### src/design/motor_cfg_pkg.sv
// Package: addresses, field layout, reset values and lookup ladders
`default_nettype none

package motor_cfg_pkg;

   // Register addresses on the configuration port
   localparam logic [7:0]  STARTUP_TWO_ADDR  = 8'h80;
   localparam logic [7:0]  CLOSED_ONE_ADDR   = 8'h86;

   // Values after reset
   localparam logic [31:0] STARTUP_TWO_RST   = 32'h0000_0000;
   localparam logic [31:0] CLOSED_ONE_RST    = 32'h0000_0000;
   localparam logic [31:0] READ_ZERO         = 32'h0000_0000;

   // Field positions in the startup word
   localparam int          OL_ACC2_MSB       = 17;
   localparam int          OL_ACC2_LSB       = 13;
   localparam int          MIN_DUTY_MSB      = 5;
   localparam int          MIN_DUTY_LSB      = 2;

   // Field positions in the closed-loop word
   localparam int          COMM_MSB          = 30;
   localparam int          COMM_LSB          = 29;
   localparam int          CLOSEDLOOP_ACCEL_RATE_MSB        = 28;
   localparam int          CLOSEDLOOP_ACCEL_RATE_LSB        = 24;
   localparam int          DEC_SRC_BIT       = 23;
   localparam int          CLOSEDLOOP_DECEL_RATE_MSB        = 22;
   localparam int          CLOSEDLOOP_DECEL_RATE_LSB        = 18;

   // Widths
   localparam int          RATE_CODE_W       = 5;
   localparam int          RATE_W            = 25;
   localparam int          DUTY_CODE_W       = 4;
   localparam int          DUTY_W            = 10;
   localparam int          RATE_CHANNELS     = 3;

   // Reset values of applied codes and outputs
   localparam logic [RATE_CODE_W-1:0] RATE_CODE_RST = 5'h00;
   localparam logic [RATE_W-1:0]      RATE_RST      = 25'h0000000;
   localparam logic [DUTY_W-1:0]      DUTY_RST      = 10'h000;

   // Rate ladder in thousandths of a unit (Hz/s2 or V/s); last is no limit
   localparam logic [RATE_W-1:0] RATE_NO_LIMIT = 25'd32767000;
   localparam logic [RATE_W-1:0] RATE_LADDER [0:31] = '{
      25'd5,       25'd10,      25'd25,      25'd50,
      25'd100,     25'd250,     25'd500,     25'd1000,
      25'd2500,    25'd5000,    25'd7500,    25'd10000,
      25'd12500,   25'd15000,   25'd20000,   25'd30000,
      25'd40000,   25'd50000,   25'd60000,   25'd75000,
      25'd100000,  25'd125000,  25'd150000,  25'd175000,
      25'd200000,  25'd250000,  25'd300000,  25'd400000,
      25'd500000,  25'd750000,  25'd1000000, RATE_NO_LIMIT
   };

   // Minimum duty ladder in tenths of a percent
   localparam logic [DUTY_W-1:0] MIN_DUTY_TABLE [0:15] = '{
      10'd15,  10'd20,  10'd30,  10'd40,
      10'd50,  10'd60,  10'd70,  10'd80,
      10'd90,  10'd100, 10'd120, 10'd150,
      10'd175, 10'd200, 10'd250, 10'd300
   };

   typedef enum logic [1:0] {
      COMM_FIXED_120   = 2'b00,
      COMM_VAR_120_150 = 2'b01,
      COMM_UNDEF_2     = 2'b10,
      COMM_UNDEF_3     = 2'b11
   } comm_mode_e;

endpackage : motor_cfg_pkg

`default_nettype wire

### src/design/motor_loop_config_regs.sv
// Startup and closed-loop configuration registers with applied settings
`default_nettype none

// Overview of operation
// - Startup bits 17-13 hold stage-two open-loop acceleration
// - Code 1Fh means no limit, value 32767
// - Bits 5-2 set minimum duty; clamp duty
// - Closed-loop word at 86h, resets to zero
// - Bits 30-29 choose fixed or variable commutation
// - Bits 28-24 hold closed-loop acceleration rate
// - Bit 23 picks deceleration source field
// - Bits 22-18 hold closed-loop deceleration rate
module motor_loop_config_regs
   import motor_cfg_pkg::*;
(
   input  wire logic              clk,            // System clock
   input  wire logic              srst,           // Synchronous reset
   input  wire logic              ce,             // Clock enable
   input  wire logic [7:0]        reg_addr,       // Register address
   input  wire logic              reg_wr,         // Write strobe
   input  wire logic              reg_rd,         // Read strobe
   input  wire logic [31:0]       reg_wdata,      // Write data
   output logic      [31:0]       reg_rdata,      // Read data
   output logic                   reg_rvalid,     // Read data valid pulse
   input  wire logic              ramp_busy,      // A ramp is running
   input  wire logic              ramp_step,      // Ramp step boundary
   input  wire logic [DUTY_W-1:0] duty_cmd,       // Requested duty, 0.1 %
   output logic      [DUTY_W-1:0] duty_out,       // Clamped duty, 0.1 %
   output logic      [RATE_W-1:0] ol_accel_rate,  // Stage-two accel rate
   output logic      [RATE_W-1:0] cl_accel_rate,  // Closed-loop accel rate
   output logic      [RATE_W-1:0] cl_decel_rate,  // Closed-loop decel rate
   output logic                   comm_variable,  // Variable 120-150 mode
   output logic                   comm_undefined, // Undefined mode code
   output logic                   decel_from_acc  // Decel uses accel rate
);

   typedef struct packed {
      logic [31:0]            startup_q;
      logic [31:0]            closed_q;
      logic [31:0]            rdata;
      logic                   rvalid;
      logic [RATE_CODE_W-1:0] ol_code;
      logic [RATE_CODE_W-1:0] cla_code;
      logic [RATE_CODE_W-1:0] cld_code;
      logic                   dec_src;
      logic                   comm_var;
      logic                   comm_undef;
      logic [DUTY_W-1:0]      duty;
   } regs_s;

   regs_s st_q;
   regs_s st_d;

   logic [RATE_CODE_W-1:0] rate_code [RATE_CHANNELS];
   logic [RATE_W-1:0]      rate_val  [RATE_CHANNELS];

   // Rate codes and decel source apply only between ramps or on a step boundary; duty floor and commutation apply at once
   logic                   apply_ok;
   logic [DUTY_W-1:0]      min_duty;
   comm_mode_e             comm_mode;

   assign apply_ok  = !ramp_busy || ramp_step;
   assign min_duty  =
      MIN_DUTY_TABLE[st_q.startup_q[MIN_DUTY_MSB:MIN_DUTY_LSB]];
   assign comm_mode = comm_mode_e'(st_q.closed_q[COMM_MSB:COMM_LSB]);

   always_comb
   begin
      st_d        = st_q;
      st_d.rvalid = 1'b0;

      // Whole words stored so read-back is exact
      if (reg_wr)
      begin
         if (reg_addr == STARTUP_TWO_ADDR)
         begin
            st_d.startup_q = reg_wdata;
         end
         if (reg_addr == CLOSED_ONE_ADDR)
         begin
            st_d.closed_q = reg_wdata;
         end
      end

      // Unmapped addresses read as zero
      if (reg_rd)
      begin
         st_d.rvalid = 1'b1;
         if (reg_addr == STARTUP_TWO_ADDR)
         begin
            st_d.rdata = st_q.startup_q;
         end
         else if (reg_addr == CLOSED_ONE_ADDR)
         begin
            st_d.rdata = st_q.closed_q;
         end
         else
         begin
            st_d.rdata = READ_ZERO;
         end
      end

      // Rate codes move to the ramp only at a safe point
      if (apply_ok)
      begin
         st_d.ol_code  = st_q.startup_q[OL_ACC2_MSB:OL_ACC2_LSB];
         st_d.cla_code = st_q.closed_q[CLOSEDLOOP_ACCEL_RATE_MSB:CLOSEDLOOP_ACCEL_RATE_LSB];
         st_d.dec_src  = st_q.closed_q[DEC_SRC_BIT];
         if (st_q.closed_q[DEC_SRC_BIT])
         begin
            st_d.cld_code = st_q.closed_q[CLOSEDLOOP_ACCEL_RATE_MSB:CLOSEDLOOP_ACCEL_RATE_LSB];
         end
         else
         begin
            st_d.cld_code = st_q.closed_q[CLOSEDLOOP_DECEL_RATE_MSB:CLOSEDLOOP_DECEL_RATE_LSB];
         end
      end

      // Undefined commutation codes clear comm_var, as fixed 120 degrees does, and set comm_undef
      case (comm_mode)
         COMM_FIXED_120:
         begin
            st_d.comm_var   = 1'b0;
            st_d.comm_undef = 1'b0;
         end
         COMM_VAR_120_150:
         begin
            st_d.comm_var   = 1'b1;
            st_d.comm_undef = 1'b0;
         end
         default:
         begin
            st_d.comm_var   = 1'b0;
            st_d.comm_undef = 1'b1;
         end
      endcase

      // Duty never goes below the selected minimum
      if (duty_cmd < min_duty)
      begin
         st_d.duty = min_duty;
      end
      else
      begin
         st_d.duty = duty_cmd;
      end
   end

   always_ff @(posedge clk)
   begin
      if (srst)
      begin
         st_q.startup_q  <= STARTUP_TWO_RST;
         st_q.closed_q   <= CLOSED_ONE_RST;
         st_q.rdata      <= READ_ZERO;
         st_q.rvalid     <= 1'b0;
         st_q.ol_code    <= RATE_CODE_RST;
         st_q.cla_code   <= RATE_CODE_RST;
         st_q.cld_code   <= RATE_CODE_RST;
         st_q.dec_src    <= 1'b0;
         st_q.comm_var   <= 1'b0;
         st_q.comm_undef <= 1'b0;
         st_q.duty       <= DUTY_RST;
      end
      else if (ce)
      begin
         st_q <= st_d;
      end
   end

   assign rate_code[0] = st_q.ol_code;
   assign rate_code[1] = st_q.cla_code;
   assign rate_code[2] = st_q.cld_code;

   // One ladder per rate channel; 1Fh gives the saturated value
   for (genvar i = 0; i < RATE_CHANNELS; i++)
   begin : g_ladder
      rate_ladder u_ladder (
         .clk  (clk),
         .srst (srst),
         .ce   (ce),
         .code (rate_code[i]),
         .rate (rate_val[i])
      );
   end

   assign ol_accel_rate  = rate_val[0];
   assign cl_accel_rate  = rate_val[1];
   assign cl_decel_rate  = rate_val[2];
   assign reg_rdata      = st_q.rdata;
   assign reg_rvalid     = st_q.rvalid;
   assign duty_out       = st_q.duty;
   assign comm_variable  = st_q.comm_var;
   assign comm_undefined = st_q.comm_undef;
   assign decel_from_acc = st_q.dec_src;

endmodule : motor_loop_config_regs

`default_nettype wire

### src/design/rate_ladder.sv
// Registered lookup of a 5-bit rate code onto the rate ladder
`default_nettype none

module rate_ladder
   import motor_cfg_pkg::*;
(
   input  wire logic                   clk,   // System clock
   input  wire logic                   srst,  // Synchronous reset
   input  wire logic                   ce,    // Clock enable
   input  wire logic [RATE_CODE_W-1:0] code,  // Rate code
   output logic      [RATE_W-1:0]      rate   // Rate in thousandths
);

   typedef struct packed {
      logic [RATE_W-1:0] rate;
   } ladder_s;

   ladder_s st_q;
   ladder_s st_d;

   always_comb
   begin
      st_d = st_q;
      // Codes up to 1Eh are finite; 1Fh saturates
      st_d.rate = RATE_LADDER[code];
   end

   always_ff @(posedge clk)
   begin
      if (srst)
      begin
         st_q.rate <= RATE_RST;
      end
      else if (ce)
      begin
         st_q <= st_d;
      end
   end

   assign rate = st_q.rate;

endmodule : rate_ladder

`default_nettype wire

### config.mk
export PLATFORM = sky130hd
export DESIGN_NAME = motor_loop_config_regs
export DESIGN_NICKNAME = d
export VERILOG_FILES = /design/src/design/motor_cfg_pkg.sv /design/src/design/motor_loop_config_regs.sv /design/src/design/rate_ladder.sv
export SDC_FILE = /design/constraint.sdc
export NUM_CORES = 1
export LEC_CHECK = 0
export BUFFER_PORTS_ARGS = -buffer_cell sky130_fd_sc_hd__buf_2
export CORE_MARGIN = 3
export CORE_UTILIZATION = 40
export DETAILED_ROUTE_END_ITERATION = 8
export PLACE_DENSITY = 0.63
export SLEW_MARGIN = 20
export SYNTH_ARGS = -nofsm -noshare
export SYNTH_HDL_FRONTEND = slang
export SYNTH_SLANG_ARGS = --single-unit
### constraint.sdc
create_clock -name clk -period 3.9 [get_ports clk]
set_input_delay 0.78 -clock clk [delete_from_list [all_inputs] [get_ports clk]]
set_output_delay 0.78 -clock clk [all_outputs]
set_load 0.03 [all_outputs]
==> reports/metrics.cfg, run 1 <==
[clock_tree]
max-clock-path-buffers=2
cts-root-buf=clkbuf_16
h-tree-depth=4
cts_num_sinks=188
cts.reportedPaths.clkPinSlew_ps=80
ctsResizeCount=0
cts_tree=built
cts_buffers=17
hold_buffers=0
postCtsSetupBuffers=0
clk_latency_ps=440

[timing]
fmax_mhz=313
hold_viol=0
worstMarginPinSlew_ps=1000
rsz0062_at_grt=no
setup_tns_ps=0
finalSetupViolations=0
period_share_pct=81.9
final_max_slew_viol_count=0
min_period_ps=3200
slew_headroom_pct=33.1
fin_skew_ps=10.3

[critical_path]
crit_type=reg -> reg
rr_startpoint=st_q[95]
worstPathRequired_ps=4240
timing.rr.end=duty_out[8]
crit_slowest_cell=dfxtp_1
timing.reg2reg.worst_path_depth=12
endpoint_kind=flop
startpoint_type=flop
cp_num_buf_inv=1
r2r_slack_ps=700
path_max_fanout=16
cp_top_family=compound AO/OA/AOI/OAI gates
arrival_ps=3540
crit_cells=12
critPathMaxStageDelay_ps=480
crit_chain=inv_1, ha_1, nand2_1, a21oi_1, a21oi_1, ha_1, and3_4, a221oi_2, o21ai_1, a21bo_2, or2_0, a311oi_1
critPathCapture=duty_out[8]
critPathLaunch=st_q[95]

[synth]
netlist_top_cells_area=dfxtp_1 39%, a21oi_1 9.0%, nand2_1 8.6%
yosysTopAreaCell=dfxtp_1
netlist_area_um2=9680
syn_inst=1291
synth_compound_area_share_pct=24.4
synth-xor-area-share_pct=0.362
async_flop_share_pct=0
synth_top_family_by_area=compound AO/OA/AOI/OAI gates
yosys.area.top_type_share_pct=38.9
synth_seq_area_share_pct=38.9
syn_avg_cell_area_um2=7.50
synth.most_common_cell=nand2_1
ys_ff_latch=188
yosys_most_used_dff=dfxtp_1
synth.distinct_cells=61
synth_edf_count=0
yosysWarnings=0
syn_nets=1374
netlist_top_cells_count=221 x nand2_1, 188 x dfxtp_1, 175 x a21oi_1, 141 x nor2_1, 99 x clkbuf_1
muxShareOfSynthArea_pct=1.99
synth_simple_gate_area_share_pct=21.2
synth_fa_ha_area_share_pct=3.36

[worst_hold_path]
worst_hold_startpoint=st_q[113]
min_path_type=reg -> reg

[finish]
nets=1418
postLayoutCellArea_um2=10800
area_growth_pct=12.0
final_core_util_pct=45.9
drive_gt1_share_pct=18.2

[floorplanning]
die_area_um2=26100
core-area_um2=23600
ioPinCount=178
die_height_um=162
row_count=56
die_x_um=162
start_util_pct=41.0

[drt]
dr_total_vias=9075
drtIter0Drc=731
wl_met2_mm=12.4
wl_met1_mm=12.9
drc=0
drtAntennaViolNets=0
wl_met3_mm=1.75
firstDrtPassIters=5
wl_per_cell_um=16.4
vias_per_cell=5.43
highest_layer=met5
drt-total-wl_mm=27.4

[outcome]
status=completed

[global_route]
grt_pass1_wl_mm=44.5
grt_pass1_vias=8275
antenna_found_initial=6
groute.usage.overall_pct=20.8
gr-total-overflow=0
grt_max_degree=76

[place]
placed_cell_area_um2=10300
port_buffers=177
detailed_place_hpwl_mm=18.3
place.gp.congestion=0.895

[flow_run]
drv_cap=0

[power_and_ir_drop]
cellLeakagePower_uw=0.00416
cellPowerDensity_nw_per_um2=369
ir_drop_v=0.000239

## registers in the layout, indices dropped and copies added, names as in the netlist
register / count
comm_mode: 2
decel_from_acc: 1
g_ladder.u_ladder.rate: 63
reg_rdata: 32
reg_rvalid: 1
rate_code: 15
comm_undefined: 1
duty_out: 10
st_q: 62
comm_variable: 1
## cell type report
class / instances / area (um^2)
well taps: 319 / 399
flip-flops and latches: 188 / 3760
fillers: 2436 / 12800
multi-input cells: 910 / 4980
repair buffers: 196 / 1050
diodes: 3 / 7.51
clock inverters: 14 / 133
clock buffers: 18 / 429
inverters: 22 / 82.6
## how the worst min path moves through the flow
stage | to | slack, ps | cells past startpoint
2_1_floorplan | st_q[100] | 440 | 2
3_3_place_gp | st_q[99] | 440 | 2
3_5_place_dp | st_q[118] | 450 | 2
4_1_cts | st_q[118] | 460 | 2
5_1_grt | st_q[114] | 470 | 2
6_report | st_q[113] | 460 | 2
## cells by family (layout without fill, tap and decap cells)
group,after synthesis,count (layout)
other,0,3
muxes,19,19
DFF,188,188
adders and majority gates,26,26
xor gates and xnor gates,4,4
and+or+nand+nor,480,480
buffers and inverters,193,250
AOI/OAI and AO/OA,381,381
## placed cells by master (no fill, tap or decap), types with 10 or more instances in the layout
master / instances
nand2b_1: 11
nand3_1: 14
o21ai_1: 27
nor2b_1: 10
ha_1: 26
clkbuf_16: 17
mux2i_1: 17
o211ai_1: 11
a211oi_1: 29
buf_4: 18
a32oi_1: 10
nand2_1: 220
a21oi_1: 175
dfxtp_1: 188
nor3_1: 41
a31oi_1: 11
inv_1: 13
buf_2: 176
a22oi_1: 43
nor2_1: 139
o21ai_0: 18
## tightest hold or removal path: stages (launching register included)
cell and delay [ps]:
dfxtp_1 310, nand2_1 50, a21oi_1 50
## metrics by stage
stage               setup slack, ps  instances  power, uW  hold WS, ps
finish                          705       1670       4000          455
global route                    348       1669       4170          471
CTS                             710       1667       4050          458
detailed placement              719       1635       2380          448
global placement                924       1635       2380          442
floorplan                      1070       1291       2270          436
## routing by layer
| metal | up-vias | track usage [%] |
|---|---|---|
| met5 | - | 0 |
| met4 | 6 | 4.93 |
| met3 | 23 | 4.67 |
| li1 | 4546 | - |
| met2 | 282 | 32.6 |
| met1 | 4218 | 29.1 |
## power breakdown
group	switching (uW)	total (uW)	internal (uW)	leakage, uW
logic	247	357	110	0.00237
clock network	818	1660	843	0.000271
registers	30.1	1980	1950	0.00152
total	1100	4000	2900	0.00416
(Power assumes the default switching activity.)
==> run 2: changes to the inputs <==
Clock period 3.9 ns to 3.03 ns, I/O delays scaled along.
==> run 2 against run 1 <==
Compared with the run above: critical path depth did not move; sequential power is 28% higher; global-route usage shrank 0.28 points; worst setup slack got worse by 530 ps; maximum frequency up 12%; combinational power grew 34%; sequential cell count is the same; clock skew up 1.5 ps; critical path type unchanged; highest routed layer unchanged.
==> reports/metrics.cfg, run 2 (synthesized netlist as in run 1, its figures left out) <==
[clock_tree]
cts_buffers=17  ; unchanged
h-tree-depth=4  ; unchanged
cts.reportedPaths.clkPinSlew_ps=80  ; about the same
clk_latency_ps=430  ; was 440 ps
cts_tree=built  ; unchanged
cts_num_sinks=188  ; unchanged
hold_buffers=0  ; unchanged
cts-root-buf=clkbuf_16  ; unchanged
max-clock-path-buffers=2  ; unchanged

[global_route]
antenna_found_initial=6  ; unchanged
grt_util_met3_pct=4.05  ; was 4.67%
grt_pass1_wl_mm=44.2  ; was 44.5 mm
grt_max_degree=71  ; was 76
groute.usage.overall_pct=20.5  ; was 20.8%
busiest_layer=met2  ; unchanged
gr-total-overflow=0  ; unchanged
grt_util_met1_pct=28.6  ; was 29.1%
grt_pass1_vias=8382  ; was 8275
grtUsageMet2_pct=32.2  ; was 32.6%

[finish]
regMostFlops=g_ladder.u_ladder.rate  ; unchanged
nets=1438  ; was 1418
area_growth_pct=14.1  ; was 12.0%
final_cell_mix=220 x nand2_1, 187 x dfxtp_1, 176 x buf_2  ; was 220 x nand2_1, 188 x dfxtp_1, 176 x buf_2
drive_gt1_share_pct=20.0  ; was 18.2%
fillers=2421  ; was 2436
postLayoutCellArea_um2=11000  ; was 10800 um^2
mostFrequentLayoutCell=nand2_1  ; unchanged
largest_reg_flops=63  ; unchanged

[power_and_ir_drop]
cellLeakagePower_uw=0.00427  ; was 0.00416 uW
cellPowerDensity_nw_per_um2=471  ; was 369 nW/um^2
ir_drop_v=0.000294  ; was 0.000239 V
p_total_uw=5200  ; was 4000 uW

[critical_path]
crit_type=reg -> reg  ; unchanged
timing.reg2reg.worst_path_depth=12  ; unchanged
path_max_fanout=7  ; was 16
arrival_ps=3210  ; was 3540 ps
critPathMostFrequentCell=a21oi_1
worstPathRequired_ps=3390  ; was 4240 ps
endpoint_kind=flop  ; unchanged
crit_chain=inv_1, ha_4, nor2_1, a211oi_2, a21oi_1, ha_1, and3_4, a221oi_2, o21ai_2, a21bo_2, a221o_1, a21oi_1  ; was inv_1, ha_1, nand2_1, a21oi_1, a21oi_1, ha_1, and3_4, a221oi_2, o21ai_1, a21bo_2, or2_0, a311oi_1
critPathMaxStageDelay_ps=360  ; was 480 ps
crit_slowest_cell=ha_1  ; was dfxtp_1
startpoint_type=flop  ; unchanged

[worst_hold_path]
min_path_type=in -> reg  ; was reg -> reg
hold_depth=3  ; was 2

[drt]
wl_per_cell_um=16.3  ; was 16.4 um
drt-total-wl_mm=27.5  ; was 27.4 mm
dr_total_vias=9158  ; was 9075
drtIter0Drc=802  ; was 731
drc=0  ; unchanged
drtAntennaViolNets=0  ; unchanged
firstDrtPassIters=5  ; unchanged
vias_per_cell=5.43  ; about the same

[timing]
period_share_pct=94.3  ; was 81.9%
fmax_mhz=350  ; was 313 MHz
final_max_slew_viol_count=0  ; unchanged
hold_viol=0  ; unchanged
worstMarginPinSlew_ps=881  ; was 1000 ps
finalSetupViolations=0  ; unchanged
slew_headroom_pct=40.8  ; was 33.1%
min_period_ps=2860  ; was 3200 ps
fin_skew_ps=11.8  ; was 10.3 ps
whs_ps=418  ; was 455 ps

[floorplanning]
start_util_pct=41.0  ; unchanged
die_area_um2=26100  ; unchanged
die_x_um=162  ; unchanged
die_height_um=162  ; unchanged
ioPinCount=178  ; unchanged
row_count=56  ; unchanged
core-area_um2=23600  ; unchanged

[place]
placed_cell_area_um2=10400  ; was 10300 um^2
detailed_place_hpwl_mm=18.5  ; was 18.3 mm
place.gp.congestion=0.890  ; was 0.895
port_buffers=177  ; unchanged

[flow_run]
drv_cap=0  ; unchanged

[outcome]
status=completed  ; unchanged

[run 2: cell types whose count changed in the layout (fill, tap and decap cells not counted), sizes merged]
cell,before,now
buf,196,215
a21bo,1,2
bufinv,0,1
clkbuf,18,17
clkinv,6,5
diode,3,2
[run 2: through the flow]
| step | std cells | setup WS (ps) | TNS, ps | utilization, % |
|---|---|---|---|---|
| after floorplan | 1291 | 202 | 0 | - |
| after global placement | 1652 | 215 | 0 | 44.1 |
| after detailed placement | 1652 | 121 | 0 | 44.1 |
| after CTS | 1683 | 124 | 0 | 46.4 |
| after global routing | 1687 | -53.9 | -267 | 46.8 |
| final | 1688 | 172 | 0 | 46.8 |
[run 2: final timing paths]
check                     start     endpoint  slack [ps]
setup / recovery       st_q[96]  duty_out[4]         170
hold / removal    reg_wdata[10]    st_q[103]         420
setup reg to reg       st_q[96]  duty_out[4]         170
hold reg to reg       st_q[115]    st_q[115]         460
[run 2: what timing repair did]
| item | 4_1_cts | 5_1_grt |
|---|---|---|
| endpoints found under the hold margin | 0 | 0 |
| resized for setup | 0 | 8 |
| endpoints found under the setup margin | 0 | 9 |
| buffers inserted | 0 | 2 |
[run 2: final cells by class]
cell class	instances	area (um^2)	share of cell area (%)
inverters	22	82.6	0.748
well taps	319	399	3.61
multi-input cells	911	5040	45.6
diodes	2	5.00	0.0453
repair buffers	215	1190	10.8
clock buffers	17	425	3.85
flip-flops and latches	188	3760	34.1
clock inverters	14	135	1.22
[run 2: power by group]
part / internal, uW / total [uW] / switching (uW)
clock: 1150 / 2180 / 1030
combinational: 152 / 477 / 325
sequential: 2510 / 2540 / 31.7
[run 2: critical path, delay by kind of cell, from the launching register on]
kind	cells	cell delay (ps)
AO/OA/AOI/OAI	7	1480
adder cells (fa/ha/maj)	2	660
flip-flops	1	330
AND/OR/NAND/NOR	2	220
buffers and inverters	1	100
[run 2: layer usage]
layer  share of wire, %  routed length, um  vias up
met5               0.17                 48        -
met4                1.8                482        8
met3                5.9               1630       35
met2                 45              12400      285
met1                 47              12900     4235
li1                   -                  -     4595
